### src/dma_cfg.svh
/*
  Constants of the four-channel transfer engine: widths, sizes, memory windows.
  Assumes inclusion by bare name from the package and the engine.
*/
`ifndef DMA_CFG_SVH
`define DMA_CFG_SVH

`define DMA_NUM_CH      4
`define DMA_ADDR_W      24
`define DMA_BLK_W       16
`define DMA_REP_W       8
`define DMA_BLK_FULL    17'h10000
`define DMA_REP_FULL    9'h100
`define DMA_EEP_BASE    24'h001000
`define DMA_EEP_LAST    24'h0017FF

`endif

### src/dma_pkg.sv
/*
  Types shared by the transfer engine and its surroundings.
  Assumes dma_cfg.svh is on the include path.
*/
`include "dma_cfg.svh"

package dma_pkg;

  typedef logic [`DMA_ADDR_W-1:0] addr_t;

  typedef enum logic [1:0] {AM_FIXED, AM_INC, AM_DEC}             addr_mode_e;
  typedef enum logic [1:0] {RL_NONE, RL_BURST, RL_BLOCK, RL_TXN}  reload_e;
  typedef enum logic [1:0] {TS_SOFT, TS_PERIPH, TS_EVENT}         trig_sel_e;
  typedef enum logic [1:0] {BL_1, BL_2, BL_4, BL_8}               burst_len_e;
  typedef enum logic [1:0] {ST_IDLE, ST_READ, ST_WRITE}           eng_state_e;

  // Per-channel setup, held steady by the user while a channel runs
  typedef struct packed {
    logic                  enable;
    trig_sel_e             trig_sel;
    burst_len_e            burst_len;
    logic [`DMA_BLK_W-1:0] blk_size;    // Zero means 64K bytes
    logic [`DMA_REP_W-1:0] repeat_cnt;  // Zero means 256 blocks
    addr_t                 src_addr;
    addr_t                 dst_addr;
    addr_mode_e            src_mode;
    addr_mode_e            dst_mode;
    reload_e               src_reload;
    reload_e               dst_reload;
    logic                  link;
    logic                  crc_en;
    logic                  irq_done_en;
    logic                  irq_err_en;
  } ch_cfg_s;

  typedef struct packed {
    logic  req;
    addr_t addr;
  } rd_bus_s;

  typedef struct packed {
    logic       valid;
    logic       err;
    logic [7:0] data;
  } rd_rsp_s;

  typedef struct packed {
    logic       req;
    addr_t      addr;
    logic [7:0] data;
  } wr_bus_s;

  typedef struct packed {
    logic ack;
    logic err;
  } wr_rsp_s;

endpackage

### src/dma_ctrl.sv
/*
  Four-channel byte transfer engine with separate read and write bus masters,
  block/repeat counting, address stepping and reload, chaining and CRC feed.
  Assumes single-clock memories that hold a request until they answer it.
*/
`timescale 1ns/100ps

`include "dma_cfg.svh"

// Contract
// - Four channels run transfers independently, interleaved burst by burst.
// - Each burst moves one, two, four or eight bytes without a break, fewer when the block ends first.
// - Bursts form a block sized from one byte to 64K bytes.
// - Repeat counter re-runs blocks, up to 16M bytes per transaction.
// - Source and destination each stay fixed, count up or count down.
// - Addresses optionally restore after each burst, block or transaction end.
// - Transfers start by software, peripheral or event trigger.
// - Every channel holds its own addresses, trigger, sizes and interrupt setup.
// - Optional interrupt on transaction done or on channel error.
// - Linked channel pair hands over on completion, back and forth.
// - Moved bytes optionally feed the CRC generator.
// - Reads from memory-mapped EEPROM starting at 0x1000 are supported.
// - Read master and write master may use separate memories, but never request in the same cycle.
module dma_ctrl #(
  parameter int NUM_CH = `DMA_NUM_CH
) (
  input  wire logic                        mclk_in,
  input  wire logic                        reset_in,
  input  wire dma_pkg::ch_cfg_s [NUM_CH-1:0] cfg_in,
  input  wire logic [NUM_CH-1:0]           sw_trig_in,
  input  wire logic [NUM_CH-1:0]           per_trig_in,
  input  wire logic [NUM_CH-1:0]           evt_trig_in,
  input  wire logic [NUM_CH-1:0]           clr_done_in,
  input  wire logic [NUM_CH-1:0]           clr_err_in,
  output dma_pkg::rd_bus_s                 rd_bus_out,
  input  wire dma_pkg::rd_rsp_s            rd_rsp_in,
  output dma_pkg::wr_bus_s                 wr_bus_out,
  input  wire dma_pkg::wr_rsp_s            wr_rsp_in,
  output logic                             rd_eeprom_out,
  output logic [NUM_CH-1:0]                busy_out,
  output logic [NUM_CH-1:0]                done_out,
  output logic [NUM_CH-1:0]                err_out,
  output logic [NUM_CH-1:0]                irq_out,
  output logic                             crc_valid_out,
  output logic [7:0]                       crc_byte_out
);
  import dma_pkg::*;

  // Channel index width, one bit at least
  localparam int CH_W = (NUM_CH > 1) ? $clog2(NUM_CH) : 1;

  // Chaining pairs neighbours, so the channel count must be even
  if (NUM_CH < 2 || NUM_CH > 8 || (NUM_CH % 2) != 0) begin : g_bad_ch
    $error("dma_ctrl: NUM_CH must be even and from 2 to 8");
  end

  // Address step after each byte
  function automatic addr_t step_addr(input addr_t a, input addr_mode_e m);
    case (m)
      AM_INC:  step_addr = a + addr_t'(1);
      AM_DEC:  step_addr = a - addr_t'(1);
      default: step_addr = a;
    endcase
  endfunction

  // Engine state, served channel and per-channel counters
  eng_state_e             state_r,   state_nxt;
  logic [CH_W-1:0]        cur_r,     cur_nxt;
  logic [7:0]             data_r,    data_nxt;
  logic                   crc_v_r,   crc_v_nxt;
  logic [7:0]             crc_b_r,   crc_b_nxt;
  addr_t                  src_r      [NUM_CH];
  addr_t                  src_nxt    [NUM_CH];
  addr_t                  dst_r      [NUM_CH];
  addr_t                  dst_nxt    [NUM_CH];
  logic [16:0]            blk_r      [NUM_CH];
  logic [16:0]            blk_nxt    [NUM_CH];
  logic [8:0]             rep_r      [NUM_CH];
  logic [8:0]             rep_nxt    [NUM_CH];
  logic [3:0]             brst_r     [NUM_CH];
  logic [3:0]             brst_nxt   [NUM_CH];
  logic [NUM_CH-1:0]      act_r,     act_nxt;
  logic [NUM_CH-1:0]      done_r,    done_nxt;
  logic [NUM_CH-1:0]      err_r,     err_nxt;
  logic [NUM_CH-1:0]      trig_hit;
  logic [NUM_CH-1:0]      start_v;

  // Trigger selection per channel; errored or running channels ignore it
  always_comb begin
    for (int i = 0; i < NUM_CH; i++) begin
      case (cfg_in[i].trig_sel)
        TS_SOFT:   trig_hit[i] = sw_trig_in[i];
        TS_PERIPH: trig_hit[i] = per_trig_in[i];
        TS_EVENT:  trig_hit[i] = evt_trig_in[i];
        default:   trig_hit[i] = 1'b0;
      endcase
      trig_hit[i] = trig_hit[i] & cfg_in[i].enable & ~act_r[i] & ~err_r[i];
    end
  end

  // Engine and per-channel bookkeeping
  always_comb begin
    // Working values for the served channel
    logic             found;
    logic [CH_W-1:0]  idx;
    logic [CH_W-1:0]  c;
    logic             brst_last;
    logic             blk_last;
    logic             txn_end;
    logic             rl_src;
    logic             rl_dst;
    found     = 1'b0;
    idx       = cur_r;
    c         = cur_r;
    brst_last = 1'b0;
    blk_last  = 1'b0;
    txn_end   = 1'b0;
    rl_src    = 1'b0;
    rl_dst    = 1'b0;
    // Hold registers, drop the CRC strobe and apply flag clears unless a branch below changes them
    state_nxt = state_r;
    cur_nxt   = cur_r;
    data_nxt  = data_r;
    crc_v_nxt = 1'b0;
    crc_b_nxt = crc_b_r;
    src_nxt   = src_r;
    dst_nxt   = dst_r;
    blk_nxt   = blk_r;
    rep_nxt   = rep_r;
    brst_nxt  = brst_r;
    act_nxt   = act_r;
    done_nxt  = done_r & ~clr_done_in;
    err_nxt   = err_r & ~clr_err_in;
    start_v   = trig_hit;
    case (state_r)
      ST_IDLE: begin
        // Round robin from the channel after the last served one
        for (int k = 1; k <= NUM_CH; k++) begin
          idx = CH_W'((int'(cur_r) + k) % NUM_CH);
          if (!found && act_r[idx]) begin
            found   = 1'b1;
            cur_nxt = idx;
          end
        end
        // Serve the chosen channel next cycle
        if (found) begin
          state_nxt = ST_READ;
        end
      end
      ST_READ: begin
        // Waits as long as the memory needs per byte
        if (rd_rsp_in.valid) begin
          // Read fault stops the channel without done
          if (rd_rsp_in.err) begin
            act_nxt[c] = 1'b0;
            err_nxt[c] = 1'b1;
            state_nxt  = ST_IDLE;
          end else begin
            data_nxt  = rd_rsp_in.data;
            state_nxt = ST_WRITE;
          end
        end
      end
      ST_WRITE: begin
        if (wr_rsp_in.ack) begin
          // Write fault stops the channel without done
          if (wr_rsp_in.err) begin
            act_nxt[c] = 1'b0;
            err_nxt[c] = 1'b1;
            state_nxt  = ST_IDLE;
          end else begin
            // Byte written: count down and step addresses
            blk_last  = (blk_r[c] == 17'h00001);
            brst_last = (brst_r[c] == 4'h1) || blk_last;
            txn_end   = blk_last && (rep_r[c] == 9'h001);
            src_nxt[c]  = step_addr(src_r[c], cfg_in[c].src_mode);
            dst_nxt[c]  = step_addr(dst_r[c], cfg_in[c].dst_mode);
            blk_nxt[c]  = blk_r[c] - 17'h00001;
            brst_nxt[c] = brst_r[c] - 4'h1;
            // Feed the written byte to the checksum unit
            if (cfg_in[c].crc_en) begin
              crc_v_nxt = 1'b1;
              crc_b_nxt = data_r;
            end
            // Burst ends hand the bus to the next channel
            state_nxt = brst_last ? ST_IDLE : ST_READ;
            // Burst count restarts from the setup
            if (brst_last) begin
              brst_nxt[c] = 4'(1 << cfg_in[c].burst_len);
            end
            // Block end restarts the block count, one repeat used
            if (blk_last) begin
              blk_nxt[c] = (cfg_in[c].blk_size == '0) ? `DMA_BLK_FULL
                                                      : 17'(cfg_in[c].blk_size);
              rep_nxt[c] = rep_r[c] - 9'h001;
            end
            // Address reload at burst, block or transaction end
            rl_src = (cfg_in[c].src_reload == RL_BURST && brst_last) ||
                     (cfg_in[c].src_reload == RL_BLOCK && blk_last) ||
                     (cfg_in[c].src_reload == RL_TXN && txn_end);
            rl_dst = (cfg_in[c].dst_reload == RL_BURST && brst_last) ||
                     (cfg_in[c].dst_reload == RL_BLOCK && blk_last) ||
                     (cfg_in[c].dst_reload == RL_TXN && txn_end);
            if (rl_src) begin
              src_nxt[c] = cfg_in[c].src_addr;
            end
            if (rl_dst) begin
              dst_nxt[c] = cfg_in[c].dst_addr;
            end
            // Completion; a linked, idle and clean partner takes over
            if (txn_end) begin
              act_nxt[c]  = 1'b0;
              done_nxt[c] = 1'b1;
              if (cfg_in[c].link && !err_r[c ^ CH_W'(1)] &&
                  !act_r[c ^ CH_W'(1)]) begin
                start_v[c ^ CH_W'(1)] = 1'b1;
              end
            end
          end
        end
      end
      default: begin
        state_nxt = ST_IDLE;
      end
    endcase
    // Transaction start loads the channel's own setup
    for (int i = 0; i < NUM_CH; i++) begin
      if (start_v[i]) begin
        act_nxt[i]  = 1'b1;
        src_nxt[i]  = cfg_in[i].src_addr;
        dst_nxt[i]  = cfg_in[i].dst_addr;
        brst_nxt[i] = 4'(1 << cfg_in[i].burst_len);
        blk_nxt[i]  = (cfg_in[i].blk_size == '0) ? `DMA_BLK_FULL
                                                 : 17'(cfg_in[i].blk_size);
        rep_nxt[i]  = (cfg_in[i].repeat_cnt == '0) ? `DMA_REP_FULL
                                                   : 9'(cfg_in[i].repeat_cnt);
      end
    end
  end

  // State registers
  always_ff @(posedge mclk_in) begin
    if (reset_in) begin
      state_r <= ST_IDLE;
      cur_r   <= '0;
      data_r  <= 8'h00;
      crc_v_r <= 1'b0;
      crc_b_r <= 8'h00;
      act_r   <= '0;
      done_r  <= '0;
      err_r   <= '0;
      // Per-channel counters and addresses
      for (int i = 0; i < NUM_CH; i++) begin
        src_r[i]  <= '0;
        dst_r[i]  <= '0;
        blk_r[i]  <= 17'h00000;
        rep_r[i]  <= 9'h000;
        brst_r[i] <= 4'h0;
      end
    end else begin
      // Take the next values
      state_r <= state_nxt;
      cur_r   <= cur_nxt;
      data_r  <= data_nxt;
      crc_v_r <= crc_v_nxt;
      crc_b_r <= crc_b_nxt;
      act_r   <= act_nxt;
      done_r  <= done_nxt;
      err_r   <= err_nxt;
      src_r   <= src_nxt;
      dst_r   <= dst_nxt;
      blk_r   <= blk_nxt;
      rep_r   <= rep_nxt;
      brst_r  <= brst_nxt;
    end
  end

  // Separate read and write masters
  assign rd_bus_out.req  = (state_r == ST_READ);
  assign rd_bus_out.addr = src_r[cur_r];
  assign wr_bus_out.req  = (state_r == ST_WRITE);
  assign wr_bus_out.addr = dst_r[cur_r];
  assign wr_bus_out.data = data_r;
  // Flags a read that targets the mapped EEPROM window
  assign rd_eeprom_out = (state_r == ST_READ) &&
                         (src_r[cur_r] >= `DMA_EEP_BASE) &&
                         (src_r[cur_r] <= `DMA_EEP_LAST);

  // Status and interrupt lines
  assign busy_out      = act_r;
  assign done_out      = done_r;
  assign err_out       = err_r;
  // Interrupt level from sticky flags and enables
  always_comb begin
    for (int i = 0; i < NUM_CH; i++) begin
      irq_out[i] = (done_r[i] & cfg_in[i].irq_done_en) |
                   (err_r[i] & cfg_in[i].irq_err_en);
    end
  end
  assign crc_valid_out = crc_v_r;
  assign crc_byte_out  = crc_b_r;

endmodule

### config.mk
export PLATFORM = sky130hd
export DESIGN_NAME = dma_ctrl
export DESIGN_NICKNAME = d
export VERILOG_FILES = /design/src/dma_pkg.sv /design/src/dma_ctrl.sv
export VERILOG_INCLUDE_DIRS = /design/src
export SDC_FILE = /design/constraint.sdc
export NUM_CORES = 2
export LEC_CHECK = 0
export BUFFER_PORTS_ARGS = -buffer_cell sky130_fd_sc_hd__buf_2
export CORE_ASPECT_RATIO = 1.4
export CORE_MARGIN = 5
export CORE_UTILIZATION = 55
export DETAILED_ROUTE_END_ITERATION = 7
export MAX_ROUTING_LAYER = met4
export PLACE_DENSITY = 0.84
export SLEW_MARGIN = 10
export SYNTH_ARGS = -nofsm -noshare
export SYNTH_HDL_FRONTEND = slang
export SYNTH_SLANG_ARGS = --single-unit
export TNS_END_PERCENT = 50
### constraint.sdc
create_clock -name mclk_in -period 7.6 [get_ports mclk_in]
set_input_delay 0.38 -clock mclk_in [delete_from_list [all_inputs] [get_ports mclk_in]]
set_output_delay 0.38 -clock mclk_in [all_outputs]
set_load 0.02 [all_outputs]
==> run_results.csv <==
group,metric,value,unit
power_and_ir_drop,p_sw_share,43.3,%
clock_network,hold_buffers,0,
setup_path,crit_required,8060,ps
yosys,ys_ff_latch,345,
placement,port_buffers,473,
cells_and_area,postLayoutCoreUtil,64.0,%
timing,drv_slew,0,
power_and_ir_drop,combPwrFrac,50.5,%
setup_path,cp_data_arrival_time,5980,ps
timing,min_period,5520,ps
die,rows,90,
yosys,yosysMostFrequentCell,"nor2_1",
yosys,synth-main-ff-cell,"dfxtp_1",
clock_network,cts_tree,"built",
die,start_util,55.7,%
yosys,synth_edf_count,0,
timing,slew_headroom,10.5,%
global_route,grt_max_degree,113,
global_route,grt_pass1_vias,26700,
placement,dp_slack,2200,ps
yosys,synthTopCellsByArea,"dfxtp_1, mux4_2, nor2_1",
clock_network,numCtsBuffers,36,
cells_and_area,fill_cells,3759,
yosys,async_flop_share,0,%
die,die-width,187,um
cells_and_area,ff_latch_area,6910,sq um
clock_network,cts_htree_levels,2,
setup_path,cp_slowest_cell,"nand2_2",
clock_network,clkSinkCount,345,
setup_path,slowest_delay,870,ps
yosys,synthesis.nets,3310,
outcome,failed_checks,"design-rule violations",
cells_and_area,areaGrowthSynthToFinish,15.0,%
timing,worst_slack,2080,ps
yosys,synth_area,24100,sq um
timing,worstMarginPinSlew,1330,ps
power_and_ir_drop,p_leak,10.6,nW
power_and_ir_drop,p_clk_share,23.4,%
power_and_ir_drop,total_power,0.00806,W
timing,skew,26.6,ps
setup_path,crit_fanout,37,
setup_path,worstSetupStartpointType,"register",
yosys,syn_avg_cell_area,8.32,sq um
die,io_pins,474,
clock_network,ctsResizeCount,0,
timing,fmax,0.181,GHz
power_and_ir_drop,p_int,0.00457,W
timing,finalSetupViolations,0,
setup_path,worstSetupPathType,"reg -> reg",
route,ant_nets,0,
yosys,yosysSeqAreaShare,28.7,%
die,dieArea,48100,sq um
power_and_ir_drop,ir_drop,0.175,mV
flow_run,max_cap_viol_count,0,
clock_network,cts-root-buf,"clkbuf_16",
timing,timing.hold.ws,81.0,ps
route,wl,104000,um
setup_path,cp-end-kind,"register",
timing,grt_setup_unrepaired,"false",
setup_path,cp_common_cell,"buf_4",
global_route,top_usage_layer,"met2",
global_route,grt_use_met3,9.84,%
route,post_drt_wl_per_cell,27.5,um
global_route,antenna_found_initial,5,
power_and_ir_drop,p_seq_share,26.0,%
setup_path,cp_cell_sequence,"buf_4 > mux4_2 > nor4b_1 > and3_1 > and4bb_1 > and2_1 > nand2_1 > nand2_2 > buf_4 > o221ai_1 > a211oi_1",
global_route,grtUsageMet1,47.8,%
die,fp.dieH,258,um
global_route,track_usage,41.8,%
route,drcViolationCount,4,
placement,dpl.hpwl,72100,um
die,core_area,43200,sq um
yosys,yosys-top-cells-count,"nor2_1, dfxtp_1, clkbuf_1, mux4_2, a21oi_1",
cells_and_area,drive_gt1_share,26.8,%
power_and_ir_drop,switching_power,0.00349,W
min_path,hold_class,"in -> reg",
clock_network,clkLatencyLatePin,560,ps
timing,period_share,72.7,%
yosys,synth_top_area_share,28.7,%
yosys,yosysTopAreaCell,"dfxtp_1",
yosys,ys_warn_count,0,
route,dr.first_iter.drc_count,3903,
power_and_ir_drop,powerDensity,291,nW/um^2
cells_and_area,multi_input_area,15900,sq um
yosys,synth_cells,2894,
global_route,grt_overflow,0,
clock_network,clk_pin_slew_worst_paths,60,ps
cells_and_area,nets,3598,
route,viasPerCell,7.24,
clock_network,post_cts_buffers,0,
clock_network,cts_buffer_depth,3,
route,firstDrtPassIters,8,
yosys,synth_cell_types,94,
timing,hold_violations,0,
global_route,grt_use_met2,63.6,%
outcome,run_status,"finished with violations",
placement,gp_congestion,1.07,
route,dr_total_vias,27300,
timing,finalSetupTns,0,ps
global_route,grt_pass1_wl,156000,um
[stage by stage]
step,cell area [sq um],instances
3_5_place_dp,26500,3696
5_1_grt,27700,3763
2_1_floorplan,24100,2894
4_1_cts,27700,3759
6_report,27700,3764
3_3_place_gp,26500,3696
[path summary, 6_finish.rpt]
check | start | to | slack (ps) | depth (start not counted)
max | cur_r[0]$_SDFFE_PP0P_ | dst_r[83]$_SDFFE_PP0P_ | 2080 | 11
min | rd_rsp_in[0] | data_r[0]$_SDFFE_PP0P_ | 80 | 3
max reg2reg | cur_r[0]$_SDFFE_PP0P_ | dst_r[83]$_SDFFE_PP0P_ | 2080 | 11
min reg2reg | dst_r[28]$_SDFFE_PP0P_ | dst_r[28]$_SDFFE_PP0P_ | 490 | 2
[metal layers]
layer,share of wire [%],vias to the layer above
met5,0,-
met4,9.3,0
met3,13,607
met2,45,2402
met1,33,12700
li1,-,11500
[state kept, by name, indices dropped and copies added (netlist names), 8 cells and up]
signal	flops
rep_r	36
dst_r	96
src_r	96
data_r	8
brst_r	16
blk_r	68
crc_byte_out	8
[worst max-delay path: cells and delay by family, from the launching register on]
kind	cells	cell delay, ps
AO/OA/AOI/OAI	2	430
buffers and inverters	2	950
flip-flops	1	800
AND/OR/NAND/NOR	6	2540
multiplexers	1	620
[cell type report]
class	count	area share (%)
diodes	5	0.0452
clock buffers	55	3.95
clock inverters	8	0.447
inverters	40	0.542
multi-input cells	2232	57.5
flip-flops and latches	345	25.0
well taps	552	2.49
repair buffers	527	10.1
[power by group through the flow]
stage	sequential, W	combinational (W)	clock, W
finish	0.00210	0.00407	0.00189
global route	0.00212	0.00433	0.00195
CTS	0.00209	0.00396	0.00188
detailed placement	0.00213	0.00393	0
global placement	0.00212	0.00388	0
floorplan	0.00204	0.00297	0
[cells by family after synthesis]
| family | share of synthesized area (%) |
|---|---|
| and+or+nand+nor | 20.0 |
| AOI/OAI and AO/OA | 24.8 |
| DFF | 28.7 |
| buffers and inverters | 5.75 |
| muxes | 16.6 |
| xor gates and xnor gates | 2.84 |
| adders and majority gates | 1.35 |
[placed cells by master, fill, tap and decap left out, types with 25 or more instances in the layout]
cell,netlist,final
nor2_1,558,554
buf_2,56,472
dfxtp_1,345,343
mux4_2,157,157
o21ai_0,146,146
a21oi_1,147,144
nand2_1,144,143
o22ai_1,123,123
nor3_1,107,105
a31oi_1,100,100
xnor2_1,59,59
a211oi_1,54,54
buf_4,17,53
nand3_1,52,52
o221a_2,49,49
nor4_1,38,38
clkbuf_16,0,37
inv_1,37,36
mux2i_1,35,35
a311oi_1,30,30
a22oi_1,30,30
or3_1,29,29
and3_1,25,25
Power figures use the tool's default switching activity.
